File: src/logic/adc_seq_pkg.sv
// shared constants and carriers for the converter sequencer
package adc_seq_pkg;

	localparam int RESULT_W = 14;
	localparam int BYTE_W   = 8;
	localparam int HI_BITS  = RESULT_W - BYTE_W;
	localparam int FIFO_W   = RESULT_W;
	localparam int FIFO_D   = 16;

	// timing
	localparam int CLK_MHZ      = 100;
	localparam int CLK_PERIOD_NS = 10;
	localparam int TCONV_MAX_NS = 4700;
	// strobe edges arrive three cycles late through sync and edge detect;
	// the count gives those back so eoc meets its limit from the pin
	localparam int SYNC_CYC     = 3;
	localparam int TCONV_CYC    = TCONV_MAX_NS / CLK_PERIOD_NS - SYNC_CYC;
	localparam int TDO_NS       = 20;
	localparam int TDO_CYC_RAW  = (TDO_NS + CLK_PERIOD_NS - 1) / CLK_PERIOD_NS;
	localparam int TDO_CYC      = (TDO_CYC_RAW < 1) ? 1 : TDO_CYC_RAW;
	localparam int CNT_W        = 10;

	// code format: 0 straight binary, 1 offset binary
	localparam logic CODE_STRAIGHT = 1'b0;
	localparam logic CODE_OFFSET   = 1'b1;

	localparam logic [RESULT_W-1:0] OFFSET_FLIP = 14'h2000;
	localparam logic [BYTE_W-1:0]   BUS_IDLE    = 8'h00;
	localparam logic [CNT_W-1:0]    CNT_ZERO    = 10'h000;
	localparam logic [CNT_W-1:0]    CNT_ONE     = 10'h001;

	typedef enum logic [4:0] {
		ST_IDLE    = 5'b00001,
		ST_ACQ     = 5'b00010,
		ST_CONV    = 5'b00100,
		ST_DONE    = 5'b01000,
		ST_READ    = 5'b10000
	} phase_e;

	typedef struct packed {
		logic                    drive;
		logic [BYTE_W-1:0]       data;
	} bus_s;

	typedef struct packed {
		logic ref_on;
		logic powered;
		logic shutdown_sel;
	} power_s;

endpackage

File: src/logic/result_fifo.sv
// parameterised valid/ready fifo for conversion results
`timescale 1ns/1ps
module result_fifo #(
	parameter int W = 14,
	parameter int D = 16
) (
	// clock and reset
	input  wire logic         i_clk,
	input  wire logic         i_arst_n,
	// fill side
	input  wire logic         i_in_valid,
	output logic              o_in_ready,
	input  wire logic [W-1:0] i_in_data,
	// drain side
	output logic              o_out_valid,
	input  wire logic         i_out_ready,
	output logic [W-1:0]      o_out_data
);
	localparam int AW = $clog2(D);

	logic [W-1:0]  mem [D];
	logic [AW-1:0] wr_q;
	logic [AW-1:0] rd_q;
	logic [AW:0]   cnt_q;
	logic          push;
	logic          pop;

	assign o_in_ready  = (cnt_q != (AW+1)'(D));
	assign o_out_valid = (cnt_q != '0);
	assign o_out_data  = mem[rd_q];
	assign push        = i_in_valid && o_in_ready;
	assign pop         = o_out_valid && i_out_ready;

	always_ff @(posedge i_clk) begin
		if (push) begin
			mem[wr_q] <= i_in_data;
		end
	end

	always_ff @(posedge i_clk or negedge i_arst_n) begin
		if (!i_arst_n) begin
			wr_q  <= '0;
			rd_q  <= '0;
			cnt_q <= '0;
		end else begin
			if (push) begin
				wr_q <= wr_q + 1'b1;
			end
			if (pop) begin
				rd_q <= rd_q + 1'b1;
			end
			cnt_q <= cnt_q + (AW+1)'(push) - (AW+1)'(pop);
		end
	end

endmodule

File: src/logic/adc_seq.sv
// strobe driven power, conversion and byte readout sequencer
`timescale 1ns/1ps
module adc_seq
	import adc_seq_pkg::*;
#(
	parameter logic CODE_FMT = CODE_OFFSET
) (
	// clock and reset
	input  wire logic                         i_clk,
	input  wire logic                         i_arst_n,
	// host pins
	input  wire logic                         i_cs_n,
	input  wire logic                         i_rd_conv_n,
	input  wire logic                         i_upper_byte_select,
	// data pins
	output logic [adc_seq_pkg::BYTE_W-1:0]    o_data,
	output logic [adc_seq_pkg::BYTE_W-1:0]    o_data_oe,
	output logic                              o_eoc_n,
	// sampling core
	output logic                              o_sample_hold,
	input  wire logic [adc_seq_pkg::RESULT_W-1:0] i_raw_code,
	output logic                              o_ref_on,
	output logic                              o_core_on,
	// result stream
	output logic                              o_res_valid,
	input  wire logic                         i_res_ready,
	output logic [adc_seq_pkg::RESULT_W-1:0]  o_res_data,
	output logic                              o_res_overflow
);
	import adc_seq_pkg::*;

	// ----------------------------------------------------------------
	// pin synchronisers
	// ----------------------------------------------------------------
	logic [2:0] cs_s1_q;
	logic [2:0] cs_s2_q;
	logic       cs_d1_q;
	logic       cs_fall;
	logic       cs_rise;
	logic       rc_hi;
	logic       hbe;

	always_ff @(posedge i_clk or negedge i_arst_n) begin
		if (!i_arst_n) begin
			cs_s1_q <= 3'h1;
			cs_s2_q <= 3'h1;
			cs_d1_q <= 1'b1;
		end else begin
			cs_s1_q <= {i_upper_byte_select, i_rd_conv_n, i_cs_n};
			cs_s2_q <= cs_s1_q;
			cs_d1_q <= cs_s2_q[0];
		end
	end

	assign cs_fall = cs_d1_q && !cs_s2_q[0];
	assign cs_rise = !cs_d1_q && cs_s2_q[0];
	assign rc_hi   = cs_s2_q[1];
	assign hbe     = cs_s2_q[2];

	// ----------------------------------------------------------------
	// code formatting
	// ----------------------------------------------------------------
	function automatic logic [RESULT_W-1:0] fmt_code(
		input logic [RESULT_W-1:0] raw,
		input logic                fmt
	);
		fmt_code = (fmt == CODE_OFFSET) ? (raw ^ OFFSET_FLIP) : raw;
	endfunction

	function automatic logic [BYTE_W-1:0] pick_byte(
		input logic [RESULT_W-1:0] res,
		input logic                upper
	);
		pick_byte = upper ? {2'b00, res[RESULT_W-1:BYTE_W]}
		                  : res[BYTE_W-1:0];
	endfunction

	// ----------------------------------------------------------------
	// sequencer
	// ----------------------------------------------------------------
	phase_e              st_q;
	phase_e              st_d;
	power_s              pwr_q;
	power_s              pwr_d;
	logic [CNT_W-1:0]    cnt_q;
	logic [CNT_W-1:0]    cnt_d;
	logic [RESULT_W-1:0] res_q;
	logic [RESULT_W-1:0] res_d;
	logic                eoc_n_q;
	logic                eoc_n_d;
	logic                hold_q;
	logic                hold_d;
	logic                rd_pend_q;
	logic                rd_pend_d;
	logic [CNT_W-1:0]    tdo_q;
	logic [CNT_W-1:0]    tdo_d;
	logic                push;
	logic                fifo_in_ready;
	logic                conv_done;

	assign conv_done = (cnt_q == CNT_ONE);

	always_comb begin
		st_d      = st_q;
		pwr_d     = pwr_q;
		cnt_d     = cnt_q;
		res_d     = res_q;
		eoc_n_d   = eoc_n_q;
		hold_d    = hold_q;
		rd_pend_d = rd_pend_q;
		tdo_d     = tdo_q;
		push      = 1'b0;
		case (st_q)
			ST_IDLE, ST_DONE: begin
				if (cs_fall && !rc_hi) begin
					// start edge wakes and acquires
					st_d          = ST_ACQ;
					pwr_d.powered = 1'b1;
					pwr_d.ref_on  = 1'b1;
					eoc_n_d       = 1'b1;
					hold_d        = 1'b0;
				end else if (cs_fall && rc_hi && st_q == ST_DONE) begin
					st_d      = ST_READ;
					rd_pend_d = 1'b1;
					tdo_d     = CNT_W'(TDO_CYC);
				end
				// rc high start edge in idle leaves state as is
			end
			ST_ACQ: begin
				if (cs_fall) begin
					st_d               = ST_CONV;
					hold_d             = 1'b1;
					pwr_d.shutdown_sel = rc_hi;
					cnt_d              = CNT_W'(TCONV_CYC);
				end
			end
			ST_CONV: begin
				cnt_d = cnt_q - CNT_ONE;
				if (conv_done) begin
					st_d    = ST_DONE;
					eoc_n_d = 1'b0;
					res_d   = fmt_code(i_raw_code, CODE_FMT);
					push    = 1'b1;
					hold_d  = 1'b0;
					cnt_d   = CNT_ZERO;
					if (pwr_q.shutdown_sel) begin
						pwr_d.ref_on  = 1'b0;
						pwr_d.powered = 1'b0;
					end
				end
			end
			ST_READ: begin
				if (tdo_q != CNT_ZERO) begin
					tdo_d = tdo_q - CNT_ONE;
				end
				if (cs_rise) begin
					st_d      = ST_IDLE;
					rd_pend_d = 1'b0;
					tdo_d     = CNT_ZERO;
				end
			end
			default: begin
				st_d = ST_IDLE;
			end
		endcase
	end

	always_ff @(posedge i_clk or negedge i_arst_n) begin
		if (!i_arst_n) begin
			st_q      <= ST_IDLE;
			pwr_q     <= '0;
			cnt_q     <= CNT_ZERO;
			res_q     <= '0;
			eoc_n_q   <= 1'b1;
			hold_q    <= 1'b0;
			rd_pend_q <= 1'b0;
			tdo_q     <= CNT_ZERO;
		end else begin
			st_q      <= st_d;
			pwr_q     <= pwr_d;
			cnt_q     <= cnt_d;
			res_q     <= res_d;
			eoc_n_q   <= eoc_n_d;
			hold_q    <= hold_d;
			rd_pend_q <= rd_pend_d;
			tdo_q     <= tdo_d;
		end
	end

	// ----------------------------------------------------------------
	// data bus
	// ----------------------------------------------------------------
	bus_s bus_d;
	bus_s bus_q;
	logic bus_drive;

	assign bus_drive = (st_q == ST_READ) && rd_pend_q && !cs_rise
	                   && (tdo_q == CNT_ONE || bus_q.drive);
	assign bus_d     = {bus_drive,
	                    bus_drive ? pick_byte(res_q, hbe) : BUS_IDLE};

	always_ff @(posedge i_clk or negedge i_arst_n) begin
		if (!i_arst_n) begin
			bus_q <= '0;
		end else begin
			bus_q <= bus_d;
		end
	end

	// ----------------------------------------------------------------
	// result stream
	// ----------------------------------------------------------------
	logic ovf_q;

	result_fifo #(
		.W (FIFO_W),
		.D (FIFO_D)
	) u_fifo (
		.i_clk       (i_clk),
		.i_arst_n    (i_arst_n),
		.i_in_valid  (push),
		.o_in_ready  (fifo_in_ready),
		.i_in_data   (res_d),
		.o_out_valid (o_res_valid),
		.i_out_ready (i_res_ready),
		.o_out_data  (o_res_data)
	);

	always_ff @(posedge i_clk or negedge i_arst_n) begin
		if (!i_arst_n) begin
			ovf_q <= 1'b0;
		end else if (push && !fifo_in_ready) begin
			ovf_q <= 1'b1;
		end
	end

	assign o_data         = bus_q.data;
	assign o_data_oe      = {BYTE_W{bus_q.drive}};
	assign o_eoc_n        = eoc_n_q;
	assign o_sample_hold  = hold_q;
	assign o_ref_on       = pwr_q.ref_on;
	assign o_core_on      = pwr_q.powered;
	assign o_res_overflow = ovf_q;

endmodule

File: config.mk
export PLATFORM = sky130hd
export DESIGN_NAME = adc_seq
export DESIGN_NICKNAME = d
export VERILOG_FILES = /design/src/logic/adc_seq_pkg.sv /design/src/logic/result_fifo.sv /design/src/logic/adc_seq.sv
export SDC_FILE = /design/constraint.sdc
export NUM_CORES = 1
export LEC_CHECK = 0
export ABC_AREA = 1
export BUFFER_PORTS_ARGS = -buffer_cell sky130_fd_sc_hd__buf_2
export CORE_UTILIZATION = 30
export CTS_CLUSTER_DIAMETER = 200
export DETAILED_ROUTE_END_ITERATION = 10
export PLACE_DENSITY = 0.42
export REMOVE_ABC_BUFFERS = 1
export SYNTH_ARGS = -nofsm -noshare
export SYNTH_HDL_FRONTEND = slang
export SYNTH_SLANG_ARGS = --single-unit
File: constraint.sdc
create_clock -name i_clk -period 3 [get_ports i_clk]
set_input_delay 0.3 -clock i_clk [delete_from_list [all_inputs] [get_ports i_clk]]
set_output_delay 0.3 -clock i_clk [all_outputs]
set_load 0.01 [all_outputs]
[Yosys cells after proc, flatten, opt, wreduce, memory -nomap -nowiden]
Memories as Yosys holds them, arrays and structs flattened.
Index checks and enable logic that the tools add are counted.
Operators by class
  eq/ne operators: 17
  multiplexer cells: 36
  bitwise logic cells: 1
  reduce and logical (&&, ||, !) cells: 32
  add/subtract/negate cells: 6
Operators with widths (number)
  $mux W10: 6
  $pmux W10 S2: 2
  $mux W14: 2
  $mux W5: 5
  $eq A10 B1 Y1 const B: 2
  $pmux W5 S4: 1
  $reduce_and A4 Y1: 5
  $sub A10 B1 Y10 const B: 2
  $mux W8: 2
  $ne A2 B2 Y1 const B: 7
  $logic_and A1 B1 Y1: 11
  $mux W1: 11
  $reduce_bool A10 Y1: 1
  $add A4 B1 Y4 const B: 2
  $mux W2: 3
  $ne A3 B3 Y1 const B: 2
  $reduce_bool A2 Y1: 3
  $add A5 B1 Y5: 1
  $eq A5 B1 Y1 const B: 1
  $eq A5 B2 Y1 const B: 1
  $eq A5 B3 Y1 const B: 1
  $eq A5 B4 Y1 const B: 1
  $eq A5 B5 Y1 const B: 1
  $logic_not A1 Y1: 5
  12 further kinds: 14
Storage, ports and cells
  input bits: 20
  RAM bits: 224
  flip-flop bits (word level): 75
  memories: 1
  output and inout bits: 36
Memories
  u_fifo.mem: words 16, width 14, read ports 1, clocked after Yosys merged registers in 0, write ports 1, RTL line result_fifo.sv:21  | logic [W-1:0] mem [D];

[Longest topological paths before layout]
Gate-level depths: netlist of run 1.
  word-level depth: 7
  mapped depth: 14

[Modules after synthesis]
Synthesis of run 1 repeated with hierarchy kept, for this count alone.
Unflattened totals
  cells, all modules: 1343
  area total of the unflattened synthesis: 13232.7 um^2
Modules (own cells, without submodules)
  result_fifo: cells each 979, area an instance 10184.8 um^2, instances 1, seq. area each 7051.8 um^2
  adc_seq: cells each 364, area an instance 3047.9 um^2, instances 1, seq. area each 1532.7 um^2

[Worst setup path after synthesis of run 1]
No wires, ideal clock.
  path kind: reg-to-reg
  start: register cnt_q[1]
  end: memory u_fifo.mem[7][0], enable pin
  path slack: 0.372 ns
  library setup time: 0.403 ns
  cell stages (with the launch flop): 9
  arrival time: 2.225 ns
  cells stage by stage: dfrtp_1 -> inv_1 -> ha_1 -> nand2_1 -> nor2_1 -> nand2_2 -> nor2_4 -> nand3_1 -> nor3_1
On the way
  word-level cells in the longest chain between the ends: 6
RTL lines
  from (decl): RTL line adc_seq.sv:85  | logic [CNT_W-1:0] cnt_q;
  from (signal assigned): RTL line adc_seq.sv:181  | cnt_q <= cnt_d;
  $eq A10 B1 Y1: RTL line adc_seq.sv:101  | assign conv_done = (cnt_q == CNT_ONE);
  $mux W1: RTL line adc_seq.sv:139  | if (conv_done) begin
  $mux W1: RTL line adc_seq.sv:113  | case (st_q)
  $logic_and A1 B1 Y1: RTL line result_fifo.sv:31  | assign push = i_in_valid && o_in_ready;
  $mux W1: RTL line result_fifo.sv:35  | if (push) begin
  $mux W1 (implied by the code): RTL line result_fifo.sv:36  | mem[wr_q] <= i_in_data;
  to (decl): RTL line result_fifo.sv:21
Every way passes these cells.

[Worst setup path in the final report of run 1]
  start: register u_fifo.rd_q[0]
  end: output o_res_data[13] in the netlist's numbering
On the way
  word-level cells in the longest chain between the ends: 1
RTL lines
  from (decl): RTL line result_fifo.sv:23  | logic [AW-1:0] rd_q;
  from (signal assigned): RTL line result_fifo.sv:50  | rd_q <= rd_q + 1'b1;
  $mem_v2 Z16 W14
  to (decl): RTL line adc_seq.sv:27  | output logic [adc_seq_pkg::RESULT_W-1:0] o_res_data,
Every way passes these cells.

==> results of run 1 <==
==> synthesized netlist by cell type <==
cell type | instances | area share [%]
nand2_1 | 143 | 4.3
nor2_4 | 4 | 0.36
o21ai_4 | 1 | 0.13
inv_2 | 2 | 0.060
xor2_1 | 14 | 0.98
fa_1 | 1 | 0.16
edfxtp_1 | 224 | 54
buf_2 | 14 | 0.56
a21oi_1 | 10 | 0.40
nand2_2 | 4 | 0.20
clkbuf_1 | 28 | 0.84
buf_1 | 6 | 0.18
nand3_4 | 1 | 0.14
buf_6 | 1 | 0.090
dfstp_2 | 5 | 1.0
nor2_1 | 219 | 6.5
or2_2 | 1 | 0.050
ha_1 | 15 | 1.5
nor2_2 | 1 | 0.050
nand4_4 | 1 | 0.17
o211ai_1 | 53 | 3.2
nand3_1 | 53 | 2.1
o21bai_1 | 3 | 0.18
o221ai_1 | 3 | 0.21
nor2_8 | 1 | 0.16
nand3_2 | 1 | 0.080
nor4_1 | 1 | 0.050
nand3b_1 | 1 | 0.060
o21ai_0 | 141 | 5.6
inv_1 | 60 | 1.8
nor3_1 | 7 | 0.28
buf_4 | 8 | 0.48
a22oi_1 | 3 | 0.18
dfrtp_1 | 69 | 14
nand4_1 | 12 | 0.60
==> how the worst max path moves through the flow <==
stage	cells past startpoint	startpoint	end	slack, ns
finish	9	u_fifo.rd_q[0]	o_res_data[13]	0.24
global route	9	u_fifo.rd_q[0]	o_res_data[13]	0.03
CTS	9	u_fifo.rd_q[0]	o_res_data[13]	0.18
detailed placement	13	cnt_q[0]	u_fifo.cnt_q[4]	0.49
global placement	13	cnt_q[0]	u_fifo.cnt_q[4]	0.50
floorplan	7	u_fifo.rd_q[0]	o_res_data[2]	-1.41
==> per-stage QoR <==
stage,setup TNS [ns],instance area (um2),hold slack [ns],instances
after floorplan,-20.64,12300,0.00441,1054
final,0,14700,0.0944,1751
after detailed placement,0,13600,0.339,1683
after CTS,0,14700,0.0830,1751
after global placement,0,13600,0.336,1683
after global routing,0,14700,0.115,1751
==> state kept, by name, indices dropped and copies added (netlist names) <==
register        cells
tdo_q              10
o_ref_on            1
cs_d1_q             1
o_data              8
u_fifo.rd_q         4
u_fifo.mem        224
cs_s1_q             3
cnt_q              10
st_q                5
o_data_oe           1
u_fifo.cnt_q        5
pwr_q               1
o_eoc_n             1
o_res_overflow      1
rd_pend_q           1
cs_s2_q             3
o_sample_hold       1
res_q              14
u_fifo.wr_q         4
==> placed cells by master, fill, tap and decap left out, types with 3 or more instances in the layout <==
cell / count
a21oi_1: 10
a22oi_1: 3
buf_2: 54
buf_4: 41
clkbuf_1: 11
clkbuf_16: 37
clkinv_1: 8
clkinv_2: 4
dfrtp_1: 67
dfstp_2: 5
dlygate4sd3_1: 4
edfxtp_1: 224
ha_1: 15
inv_1: 59
nand2_1: 143
nand2_2: 4
nand3_1: 53
nand4_1: 12
nor2_1: 216
nor2_2: 4
nor2_4: 4
nor3_1: 5
o211ai_1: 53
o21ai_0: 139
o21bai_1: 3
o221ai_1: 3
xor2_1: 14
==> logic make-up (layout without fill, tap and decap cells) <==
family	count (synthesis)	in the layout
fa+ha+maj	16	16
simple gates	450	450
xor+xnor	14	14
compound gates	214	214
buf+inv	119	227
flops	298	298
==> repair_timing <==
item                                   in CTS  in global routing
setup endpoints to repair                   0                  0
hold buffers                                4                  0
endpoints found under the hold margin      52                  0
==> worst max-delay path: stages (launching register included) <==
cell and delay, ns:
dfrtp_4 0.49, clkinv_2 0.19, buf_12 0.36, nor2_1 0.07, nor2_1 0.08, o21ai_0 0.09
o211ai_1 0.13, nand3_1 0.12, nand2_1 0.19, buf_2 0.16
==> power by group through the flow <==
| stage | sequential (W) | clock, W | combinational (W) |
|---|---|---|---|
| detailed placement | 0.00509 | 0 | 0.00421 |
| global route | 0.00504 | 0.00432 | 0.00472 |
| finish | 0.00501 | 0.00406 | 0.00411 |
| floorplan | 0.00526 | 0 | 0.00241 |
| global placement | 0.00508 | 0 | 0.00424 |
| CTS | 0.00501 | 0.00418 | 0.00423 |
==> per-layer routing <==
metal / global-route usage (%) / wire length (um) / up-vias
met4: 4.67 / 759 / 0
met2: 25.7 / 15300 / 134
met5: 0 / 0 / -
met1: 21.8 / 15100 / 4034
li1: - / - / 4026
met3: 2.46 / 1210 / 48
==> layout make-up <==
type                       count  area [um2]  share of cell area [%]
clock buffer                  50         995                    6.76
clock inverter                14        92.6                   0.629
inverter                      62         234                    1.59
multi-input combinational    694        3490                    23.7
sequential                   298        8590                    58.3
tap                          532         666                    4.52
timing repair buffer         101         658                    4.47
==> results_tabular.tex, run 1 <==
\begin{tabular}{lr}
\hline
Metric & Value \\
\hline
\multicolumn{2}{l}{\textbf{Outcome}} \\
\quad Result of the run & finished, violations left \\
\quad Violated checks & DRC \\
\multicolumn{2}{l}{\textbf{Final layout}} \\
\quad Net total in the final layout & between 1000 and 1500 \\
\quad Number of antenna diodes & 0 \\
\quad Utilization after layout & 35.9\% \\
\quad Area grow syn2layout & 17.2\% \\
\quad Number of filler cells placed in the layout & 4027 \\
\quad Proportion of layout cells with a drive suffix above 1 & 14.1\% \\
\multicolumn{2}{l}{\textbf{Floorplanning}} \\
\quad Die area & 42700 um2 \\
\quad Rows & 74 \\
\quad Height of the die & 207 um \\
\quad Starting utilization of the core area & 30.6\% \\
\quad Floorplan core area & 41000 um2 \\
\quad I/O pin count & 56 \\
\quad Overall die width & about 210 um \\
\multicolumn{2}{l}{\textbf{Job}} \\
\quad Number of max-cap violations & 0 \\
\multicolumn{2}{l}{\textbf{Yosys}} \\
\quad Portion of the post-synthesis area used by sequential elements & 68.4\% \\
\quad Total number of yosys warnings & 0 \\
\quad Area fraction in and, or, nand and nor cells after synthesis & between 10\% and 20\% \\
\quad Cell area after synthesis & about 13000 um2 \\
\quad Post-synthesis share of cell area spent on xor and xnor gates & 0.976\% \\
\quad Mux share of post-synthesis cell area & 0\% \\
\quad Adder-cell area share of the yosys netlist & 1.65\% \\
\quad Count of mapped cells out of synthesis & 1111 \\
\quad Synth unique cells & 35 \\
\quad Compound-cell area share of the yosys netlist & 9.88\% \\
\quad Number of flip-flops and latches in the synthesized netlist & 298 \\
\quad Mean Syn Cell Area & 11.3 um2 \\
\quad Dominant combinational cell family by area after synthesis & simple AND/OR/NAND/NOR gates \\
\multicolumn{2}{l}{\textbf{Power and ir drop}} \\
\quad Peak ir drop on the vdd network & 0.000506 V \\
\quad Areal power density over the cells & 895 nW/um2 \\
\quad Register share of total power & 38.0\% \\
\quad Sw Ratio & 35.3\% \\
\quad Static leakage & between 5 and 6 nW \\
\quad Combinational share of power & 31.2\% \\
\quad Design Power & 0.0132 W \\
\quad Net switching power of the design & 0.00465 W \\
\quad Internal power summed over all cells & 0.00852 W \\
\quad Fraction of power consumed by the clock network & 30.8\% \\
\multicolumn{2}{l}{\textbf{Min path}} \\
\quad Destination of the worst hold path & u\_fifo.rd\_q[0] \\
\quad Cell depth of the worst min-delay path & 3 \\
\quad Worst min-delay path startpoint & i\_res\_ready \\
\quad Type of the tightest min-delay check & in -> reg \\
\multicolumn{2}{l}{\textbf{Routing}} \\
\quad Routed length per placed instance & 18.5 um \\
\quad Number of DRC markers after the initial detailed-route iteration & 485 \\
\quad Vias after detailed routing & 8242 \\
\quad DR vias/cell & 4.71 \\
\quad Number of nets still failing antenna checks after routing & 0 \\
\quad Post-Route WL & 32400 um \\
\quad Detailed-route DRC error count & 3 \\
\quad Detailed-routing iteration count for the pre-antenna-repair pass & 8 \\
\multicolumn{2}{l}{\textbf{Critical path}} \\
\quad Data required time of the critical path & 2.70 ns \\
\quad CP Max Fanout & 77 \\
\quad Depth of the worst register-to-register path & 13 \\
\quad Worst setup path class & reg -> out \\
\quad Critical path launch point type & register \\
\quad Critical Path AT & about 2.5 ns \\
\quad Terminus of the critical flop-to-flop path & u\_fifo.cnt\_q[4] \\
\quad Flop2flop setup slack & 0.48 ns \\
\quad FF-to-FF Start & cnt\_q[0] \\
\quad Capturing element type of the critical path & primary output \\
\multicolumn{2}{l}{\textbf{Clock tree}} \\
\quad Clock tree from TritonCTS & yes \\
\quad Number of CTS-inserted buffers & 36 \\
\quad Number of H-tree levels & 2 \\
\quad Clk Latency, worst-skew pair & 0.52 ns \\
\quad Clock buffer depth & 3 \\
\quad Clock transition at the register clock pins on the worst setup and hold paths after CTS & 0.05 ns \\
\quad Clk sinks & 298 \\
\quad Buffer count from post-CTS setup fixing & 0 \\
\quad Post-CTS resize count & 0 \\
\quad Root buffer cell & clkbuf\_16 \\
\multicolumn{2}{l}{\textbf{Timing}} \\
\quad Highest Clock Rate & 362 MHz \\
\quad Setup slack of the critical path after layout & between 0.2 and 0.25 ns \\
\quad Min Tclk post-route & 2.76 ns \\
\quad Slew Viols, Final & 0 \\
\quad Worst Clk Skew & approximately 0.011 ns \\
\quad Unrepaired setup endpoints after global routing & false \\
\quad Period Utilization, post-route & 92.0\% \\
\quad Slew at the pin closest to its max-slew limit & 0.771 ns \\
\quad Relative slew slack & 48.6\% \\
\quad Number of hold-slack violations in the final timing report & 0 \\
\quad Number of setup violations in the final report & 0 \\
\multicolumn{2}{l}{\textbf{Global routing}} \\
\quad Wire length of the first global-routing pass & 50500 um \\
\quad Number of antenna violations at the first check in global routing & 0 \\
\quad Via count of the first global-routing pass & 8312 \\
\quad Maximum number of pins on one net before global-route repair & 115 \\
\quad Sum of overflow across all layers after global routing & 0 \\
\quad Global routing usage summed across all routing layers & 15.8\% \\
\multicolumn{2}{l}{\textbf{Placement}} \\
\quad Detailed-placement wirelength estimate & 19800 um \\
\quad Pre-CTS setup slack & 0.489 ns \\
\quad Routability congestion estimate from global placement & between 0.7 and 0.8 \\
\quad Port Buf Inserts & 55 \\
\hline
\end{tabular}
Note: power is estimated with default switching activity, not from simulation.
==> inputs of run 2 (changes only) <==
--- a/config.mk
+++ b/config.mk
@@ -7,6 +7,7 @@
 export LEC_CHECK = 0
 export ABC_AREA = 1
 export BUFFER_PORTS_ARGS = -buffer_cell sky130_fd_sc_hd__buf_2
+export CAP_MARGIN = 30
 export CORE_UTILIZATION = 30
 export CTS_CLUSTER_DIAMETER = 200
 export DETAILED_ROUTE_END_ITERATION = 10
==> constraint.sdc (replaced) <==
create_clock -name i_clk -period 3 [get_ports i_clk]
set_input_delay 0.45 -clock i_clk [delete_from_list [all_inputs] [get_ports i_clk]]
set_output_delay 0.45 -clock i_clk [all_outputs]
set_load 0.01 [all_outputs]
==> run 2 against run 1 <==
The run still ends with DRC left. Utilization grew 0.22 points. Count of clock-buffer cells in the layout shrank 8. Critical path depth shrank 2. Fmax shrank 0.51%. First-iteration DRC count shrank 3.5%. Final area grew 0.61%. Clock skew grew 0.020 ns. Sequential power is essentially flat. Flip-flop and latch count is the same. Worst setup slack lost 0.014 ns.
==> results_tabular.tex, run 2 (synthesis results as in run 1) <==
\begin{tabular}{lr}
\hline
Metric & Value \\
\hline
\multicolumn{2}{l}{\textbf{Outcome}} \\
\quad Result of the run & finished, violations left (unchanged) \\
\quad Violated checks & DRC (unchanged) \\
\multicolumn{2}{l}{\textbf{Final layout}} \\
\quad Register cell area after layout & 8590 um2 (about the same) \\
\quad Utilization after layout & 36.1\% (was 35.9\%) \\
\quad Area of all placed cells without fillers & 14800 um2 (was 14700 um2) \\
\quad Number of filler cells placed in the layout & 4042 (was 4027) \\
\quad Number of antenna diodes & 0 (unchanged) \\
\quad Largest reg by FF count & u\_fifo.mem (unchanged) \\
\quad Most common library cell in the layout ignoring fill and taps & edfxtp\_1 (unchanged) \\
\quad Proportion of layout cells with a drive suffix above 1 & 14.6\% (was 14.1\%) \\
\quad Footprint of the multi-input gates & 3490 um2 (unchanged) \\
\quad Commonest non-fill, non-tap cells in the layout & edfxtp\_1 (224), nor2\_1 (216), nand2\_1 (143) (unchanged) \\
\quad Area grow syn2layout & 18.0\% (was 17.2\%) \\
\quad Registers with the most flip-flops & u\_fifo.mem: 224 flops, res\_q: 14 flops (unchanged) \\
\quad Flip-flop count of the largest register after layout & 224 (unchanged) \\
\quad Net total in the final layout & 1224 (was 1229) \\
\multicolumn{2}{l}{\textbf{Clock tree}} \\
\quad Clock tree from TritonCTS & yes (unchanged) \\
\quad Clock buffer depth & 3 (unchanged) \\
\quad Clock transition at the register clock pins on the worst setup and hold paths after CTS & 0.06 ns (was 0.05 ns) \\
\quad Clk Latency, worst-skew pair & 0.53 ns (was 0.52 ns) \\
\quad Root buffer cell & clkbuf\_16 (unchanged) \\
\quad Number of CTS-inserted buffers & 35 (was 36) \\
\quad Number of H-tree levels & 2 (unchanged) \\
\quad Clk sinks & 298 (unchanged) \\
\quad Cts-stage hold buffer count & 0 (was 4) \\
\multicolumn{2}{l}{\textbf{Routing}} \\
\quad Detailed-route DRC error count & 3 (unchanged) \\
\quad Vias after detailed routing & 8270 (was 8242) \\
\quad DR vias/cell & 4.74 (was 4.71) \\
\quad Routed length per placed instance & 18.7 um (was 18.5 um) \\
\quad Post-Route WL & 32600 um (was 32400 um) \\
\quad Number of DRC markers after the initial detailed-route iteration & 468 (was 485) \\
\quad Detailed-routing iteration count for the pre-antenna-repair pass & 8 (unchanged) \\
\quad Number of nets still failing antenna checks after routing & 0 (unchanged) \\
\multicolumn{2}{l}{\textbf{Floorplanning}} \\
\quad Die area & 42700 um2 (unchanged) \\
\quad Starting utilization of the core area & 30.6\% (unchanged) \\
\quad Overall die width & 207 um (unchanged) \\
\quad Rows & 74 (unchanged) \\
\quad I/O pin count & 56 (unchanged) \\
\quad Floorplan core area & 41000 um2 (unchanged) \\
\quad Height of the die & 207 um (unchanged) \\
\multicolumn{2}{l}{\textbf{Placement}} \\
\quad Detailed-placement wirelength estimate & 20000 um (was 19800 um) \\
\quad Port Buf Inserts & 55 (unchanged) \\
\quad Total cell area at the placement stage & 13600 um2 (about the same) \\
\quad Routability congestion estimate from global placement & 0.796 (was 0.782) \\
\multicolumn{2}{l}{\textbf{Timing}} \\
\quad Unrepaired setup endpoints after global routing & false (unchanged) \\
\quad Min Tclk post-route & 2.77 ns (was 2.76 ns) \\
\quad Worst Clk Skew & 0.0305 ns (was 0.0105 ns) \\
\quad Slew at the pin closest to its max-slew limit & 0.792 ns (was 0.771 ns) \\
\quad Slew Viols, Final & 0 (unchanged) \\
\quad Relative slew slack & 47.2\% (was 48.6\%) \\
\quad Number of hold-slack violations in the final timing report & 0 (unchanged) \\
\quad Highest Clock Rate & 360 MHz (was 362 MHz) \\
\quad Number of setup violations in the final report & 0 (unchanged) \\
\quad Period Utilization, post-route & 92.5\% (was 92.0\%) \\
\quad Final-layout setup total negative slack & 0 ns (unchanged) \\
\multicolumn{2}{l}{\textbf{Power and ir drop}} \\
\quad Static leakage & 5.90 nW (was 5.85 nW) \\
\quad Areal power density over the cells & 918 nW/um2 (was 895 nW/um2) \\
\quad Peak ir drop on the vdd network & 0.000510 V (was 0.000506 V) \\
\multicolumn{2}{l}{\textbf{Critical path}} \\
\quad Capturing element type of the critical path & primary output (unchanged) \\
\quad CP Max Fanout & 19 (was 77) \\
\quad Critical path launch point type & register (unchanged) \\
\quad Worst setup path class & reg -> out (unchanged) \\
\quad Data required time of the critical path & 2.55 ns (was 2.70 ns) \\
\quad Critical Path AT & 2.32 ns (was 2.46 ns) \\
\multicolumn{2}{l}{\textbf{Global routing}} \\
\quad Via count of the first global-routing pass & 8241 (was 8312) \\
\quad Maximum number of pins on one net before global-route repair & 83 (was 115) \\
\quad Wire length of the first global-routing pass & 50300 um (was 50500 um) \\
\quad Sum of overflow across all layers after global routing & 0 (unchanged) \\
\quad Number of antenna violations at the first check in global routing & 0 (unchanged) \\
\quad Global routing usage summed across all routing layers & 15.8\% (about the same) \\
\multicolumn{2}{l}{\textbf{Min path}} \\
\quad Type of the tightest min-delay check & in -> async (was in -> reg) \\
\multicolumn{2}{l}{\textbf{Job}} \\
\quad Number of max-cap violations & 0 (unchanged) \\
\hline
\end{tabular}
==> run 2: changes by cell type in the layout (fill, tap and decap cells not counted), moves of 2 or more <==
cell           change
clkinv_2           +2
bufinv_16          +4
dlygate4sd3_1      -4
clkbuf_1           -7
buf_4              -3
buf_12             +3
==> run 2: area by class of cell <==
| type | instances | area share [%] |
|---|---|---|
| Tap cell | 532 | 4.49 |
| Inverter | 62 | 1.58 |
| Clock inverter | 21 | 1.58 |
| Sequential cell | 298 | 58.0 |
| Timing Repair Buffer | 97 | 4.43 |
| Multi-Input combinational cell | 694 | 23.5 |
| Clock buffer | 42 | 6.37 |
==> run 2: through the flow <==
stage,cells,power [W],setup slack [ns],hold WS [ns]
2_1_floorplan,1054,0.00767,-1.56,0.154
3_3_place_gp,1683,0.00943,0.500,0.340
3_5_place_dp,1683,0.00943,0.453,0.340
4_1_cts,1746,0.0138,0.122,0.00331
5_1_grt,1746,0.0144,0.0799,0.00521
6_report,1746,0.0136,0.225,0.0207
==> run 2: worst paths after layout <==
check,startpoint,end,slack [ns],cells past startpoint
worst max-delay path,u_fifo.rd_q[1],o_res_data[1],0.23,7
worst min-delay path,i_arst_n,cs_s1_q[1],0.02,1
worst max register to register,cnt_q[0],u_fifo.cnt_q[4],0.46,13
worst min register to register,cs_s1_q[1],cs_s2_q[1],0.35,0
max in group asynchronous,i_arst_n,o_eoc_n,2.28,2
min in group i_clk,i_cs_n,cs_s1_q[0],0.03,1
==> run 2: metal layers <==
metal / part of all wire, % / track usage (%) / routed length [um]
met1: 46 / 21.0 / 15000
met2: 49 / 26.5 / 15900
met3: 3.3 / 2.89 / 1090
met4: 1.9 / 4.07 / 619
met5: 0 / 0 / 0
==> run 2: power breakdown <==
part           switching (W)  leakage, nW  internal, W
sequential          0.000249         3.18      0.00479
combinational        0.00281         2.14      0.00139
clock                0.00167        0.578      0.00267
==> run 2: worst max-delay path, stage by stage (launching register included) <==
cell and delay (ns):
dfrtp_4 0.61, inv_1 0.17, buf_4 0.23, o21ai_0 0.11
o211ai_1 0.30, nand3_1 0.15, nand2_1 0.09, buf_2 0.12
==> run 2: timing repair <==
| action | 4_1_cts | 5_1_grt |
|---|---|---|
| buffers inserted | 0 | 0 |
| setup endpoints to repair | 0 | 1 |
| gates resized for setup | 0 | 1 |
==> inputs of run 3 (changes only) <==
--- a/config.mk
+++ b/config.mk
@@ -8,10 +8,10 @@
 export ABC_AREA = 1
 export BUFFER_PORTS_ARGS = -buffer_cell sky130_fd_sc_hd__buf_2
 export CAP_MARGIN = 30
-export CORE_UTILIZATION = 30
+export CORE_UTILIZATION = 45
 export CTS_CLUSTER_DIAMETER = 200
 export DETAILED_ROUTE_END_ITERATION = 10
-export PLACE_DENSITY = 0.42
+export PLACE_DENSITY = 0.58
 export REMOVE_ABC_BUFFERS = 1
 export SYNTH_ARGS = -nofsm -noshare
 export SYNTH_HDL_FRONTEND = slang
==> run 3 against run 2 <==
The flow now finishes without violations. Final area decreased by 2.4%. Cell count down 9.3%. Worst hold slack better by 0.15 ns. First-iteration DRC count grew 37%. Count of clock-buffer cells in the layout rose by 4. Register-to-register slack improved by 0.02 ns. Clock power fell by 12%. Critical path type unchanged. Critical endpoint is now o_res_data[10]. Largest cell class unchanged. Highest routed layer unchanged.
==> results_tabular.tex, run 3 (synthesis results as in run 1) <==
\begin{tabular}{lr}
\hline
Metric & Value \\
\hline
\multicolumn{2}{l}{\textbf{Final layout}} \\
\quad Most common library cell in the layout ignoring fill and taps & edfxtp\_1 (unchanged) \\
\quad Number of filler cells placed in the layout & 2361 (was 4042) \\
\quad Area of all placed cells without fillers & 14500 um2 (was 14800 um2) \\
\quad Register cell area after layout & 8590 um2 (about the same) \\
\quad Largest reg by FF count & u\_fifo.mem (unchanged) \\
\quad Registers with the most flip-flops & u\_fifo.mem: 224 flops, res\_q: 14 flops (unchanged) \\
\quad Area grow syn2layout & 15.1\% (was 18.0\%) \\
\quad Net total in the final layout & 1224 (unchanged) \\
\quad Count of placed standard cells in the final layout, fillers left out & 1584 (was 1746) \\
\quad Flip-flop count of the largest register after layout & 224 (unchanged) \\
\quad Number of antenna diodes & 0 (unchanged) \\
\quad Utilization after layout & 53.2\% (was 36.1\%) \\
\quad Footprint of the multi-input gates & 3480 um2 (was 3490 um2) \\
\quad Proportion of layout cells with a drive suffix above 1 & 13.9\% (was 14.6\%) \\
\quad Commonest non-fill, non-tap cells in the layout & edfxtp\_1 (224), nor2\_1 (219), nand2\_1 (143) (was edfxtp\_1 (224), nor2\_1 (216), nand2\_1 (143)) \\
\multicolumn{2}{l}{\textbf{Placement}} \\
\quad Port Buf Inserts & 55 (unchanged) \\
\quad Pre-CTS setup slack & 0.504 ns (was 0.453 ns) \\
\quad Total instance count after detailed placement & 1523 (was 1683) \\
\quad Routability congestion estimate from global placement & 0.823 (was 0.796) \\
\quad Total cell area at the placement stage & 13400 um2 (was 13600 um2) \\
\quad Detailed-placement wirelength estimate & 17900 um (was 20000 um) \\
\multicolumn{2}{l}{\textbf{Clock tree}} \\
\quad Clk sinks & 298 (unchanged) \\
\quad Clock tree from TritonCTS & yes (unchanged) \\
\quad Clk Latency, worst-skew pair & 0.57 ns (was 0.53 ns) \\
\quad Root buffer cell & clkbuf\_16 (unchanged) \\
\quad Clock buffer depth & 3 (unchanged) \\
\quad Number of H-tree levels & 1 (was 2) \\
\quad Number of CTS-inserted buffers & 31 (was 35) \\
\quad Clock transition at the register clock pins on the worst setup and hold paths after CTS & 0.06 ns (about the same) \\
\multicolumn{2}{l}{\textbf{Min path}} \\
\quad Destination of the worst hold path & res\_q[13] \\
\quad Cell depth of the worst min-delay path & 2 \\
\quad Worst min-delay path startpoint & i\_raw\_code[13] \\
\quad Type of the tightest min-delay check & in -> reg (was in -> async) \\
\multicolumn{2}{l}{\textbf{Power and ir drop}} \\
\quad Areal power density over the cells & 886 nW/um2 (was 918 nW/um2) \\
\quad Sw Ratio & 34.5\% (was 34.8\%) \\
\quad Combinational share of power & 31.4\% (was 31.0\%) \\
\quad Internal power summed over all cells & 0.00839 W (was 0.00886 W) \\
\quad Fraction of power consumed by the clock network & 29.9\% (was 31.9\%) \\
\quad Net switching power of the design & 0.00442 W (was 0.00473 W) \\
\quad Static leakage & 5.83 nW (was 5.90 nW) \\
\quad Register share of total power & 38.7\% (was 37.1\%) \\
\quad Peak ir drop on the vdd network & 0.000617 V (was 0.000510 V) \\
\multicolumn{2}{l}{\textbf{Critical path}} \\
\quad Terminus of the critical flop-to-flop path & u\_fifo.cnt\_q[4] (unchanged) \\
\quad CP Max Fanout & 114 (was 19) \\
\quad Worst setup path class & reg -> out (unchanged) \\
\quad Critical path launch point type & register (unchanged) \\
\quad Capturing element type of the critical path & primary output (unchanged) \\
\quad Data required time of the critical path & 2.55 ns (about the same) \\
\quad Flop2flop setup slack & 0.48 ns (was 0.46 ns) \\
\quad Depth of the worst register-to-register path & 13 (unchanged) \\
\quad FF-to-FF Start & u\_fifo.cnt\_q[3] (was cnt\_q[0]) \\
\quad Critical Path AT & 2.29 ns (was 2.32 ns) \\
\multicolumn{2}{l}{\textbf{Timing}} \\
\quad Worst Clk Skew & 0.0108 ns (was 0.0305 ns) \\
\quad Slew Viols, Final & 0 (unchanged) \\
\quad Min Tclk post-route & 2.74 ns (was 2.77 ns) \\
\quad Relative slew slack & 40.8\% (was 47.2\%) \\
\quad Highest Clock Rate & 365 MHz (was 360 MHz) \\
\quad Number of hold-slack violations in the final timing report & 0 (unchanged) \\
\quad Number of setup violations in the final report & 0 (unchanged) \\
\quad Unrepaired setup endpoints after global routing & false (unchanged) \\
\quad Setup slack of the critical path after layout & 0.260 ns (was 0.225 ns) \\
\quad Period Utilization, post-route & 91.3\% (was 92.5\%) \\
\quad Slew at the pin closest to its max-slew limit & 0.887 ns (was 0.792 ns) \\
\multicolumn{2}{l}{\textbf{Floorplanning}} \\
\quad Die area & 28600 um2 (was 42700 um2) \\
\quad Overall die width & 169 um (was 207 um) \\
\quad Floorplan core area & 27200 um2 (was 41000 um2) \\
\quad Starting utilization of the core area & 46.2\% (was 30.6\%) \\
\quad Rows & 60 (was 74) \\
\quad Height of the die & 169 um (was 207 um) \\
\quad I/O pin count & 56 (unchanged) \\
\multicolumn{2}{l}{\textbf{Routing}} \\
\quad Number of DRC markers after the initial detailed-route iteration & 641 (was 468) \\
\quad Routed length per placed instance & 18.8 um (was 18.7 um) \\
\quad Number of nets still failing antenna checks after routing & 0 (unchanged) \\
\quad Vias after detailed routing & 8374 (was 8270) \\
\quad Detailed-route DRC error count & 0 (was 3) \\
\quad Post-Route WL & 29800 um (was 32600 um) \\
\quad DR vias/cell & 5.29 (was 4.74) \\
\quad Detailed-routing iteration count for the pre-antenna-repair pass & 5 (was 8) \\
\multicolumn{2}{l}{\textbf{Global routing}} \\
\quad Sum of overflow across all layers after global routing & 0 (unchanged) \\
\quad Number of antenna violations at the first check in global routing & 0 (unchanged) \\
\quad Global routing usage summed across all routing layers & 21.0\% (was 15.8\%) \\
\quad Wire length of the first global-routing pass & 45900 um (was 50300 um) \\
\quad Maximum number of pins on one net before global-route repair & 115 (was 83) \\
\quad Via count of the first global-routing pass & 8106 (was 8241) \\
\multicolumn{2}{l}{\textbf{Job}} \\
\quad Number of max-cap violations & 0 (unchanged) \\
\multicolumn{2}{l}{\textbf{Outcome}} \\
\quad Result of the run & finished clean (was finished, violations left) \\
\hline
\end{tabular}
==> run 3: how the worst max path moves through the flow <==
stage                                from         endpoint  depth (start not counted)  slack [ns]
after floorplan            u_fifo.rd_q[0]    o_res_data[2]                          7       -1.56
after global placement    u_fifo.cnt_q[3]  u_fifo.cnt_q[4]                         13        0.62
after detailed placement  u_fifo.cnt_q[3]  u_fifo.cnt_q[4]                         13        0.50
after CTS                  u_fifo.rd_q[0]    o_res_data[4]                          9        0.17
after global routing       u_fifo.rd_q[0]    o_res_data[4]                          9        0.07
final                      u_fifo.rd_q[0]   o_res_data[10]                          8        0.26
==> run 3: area by class of cell <==
| type | count | area share [%] |
|---|---|---|
| inverters | 62 | 1.62 |
| clock buffers | 46 | 6.03 |
| multi-input cells | 694 | 24.1 |
| clock inverters | 11 | 1.02 |
| well taps | 372 | 3.22 |
| repair buffers | 101 | 4.58 |
| flip-flops and latches | 298 | 59.4 |
==> run 3: power groups by stage <==
| stage | sequential (W) | combinational, W | clock (W) |
|---|---|---|---|
| after floorplan | 0.00526 | 0.00241 | 0 |
| after global placement | 0.00503 | 0.00398 | 0 |
| after detailed placement | 0.00504 | 0.00403 | 0 |
| after CTS | 0.00496 | 0.00405 | 0.00390 |
| after global routing | 0.00499 | 0.00453 | 0.00404 |
| final | 0.00496 | 0.00402 | 0.00383 |
==> run 3: metrics by stage <==
| step | TNS, ns | total power [W] | hold WS (ns) |
|---|---|---|---|
| 6_report | 0 | 0.0128 | 0.167 |
| 2_1_floorplan | -22.74 | 0.00767 | 0.154 |
| 3_5_place_dp | 0 | 0.00907 | 0.339 |
| 5_1_grt | 0 | 0.0136 | 0.181 |
| 4_1_cts | 0 | 0.0129 | 0.170 |
| 3_3_place_gp | 0 | 0.00902 | 0.335 |
==> run 3: worst max-delay path: stages (launching register included) <==
cell      delay, ns
dfrtp_4        0.43
buf_12         0.40
nor2_1         0.10
nor2_1         0.09
o21ai_0        0.08
o211ai_1       0.12
nand3_1        0.20
nand2_1        0.12
buf_2          0.13
==> run 3: layer usage <==
layer | global-route usage [%] | vias up | routed length (um)
met5 | 0 | - | 0
met4 | 5.09 | 0 | 644
met3 | 2.99 | 45 | 1650
met2 | 34.8 | 236 | 14100
met1 | 29.4 | 4077 | 13400
li1 | - | 4016 | -
==> run 3: timing repair <==
item                                   4_1_cts  5_1_grt
hold buffers                                 4        0
gates resized for setup                      0        1
buffers inserted                             0        0
setup endpoints to repair                    0        1
endpoints found under the hold margin       53        0
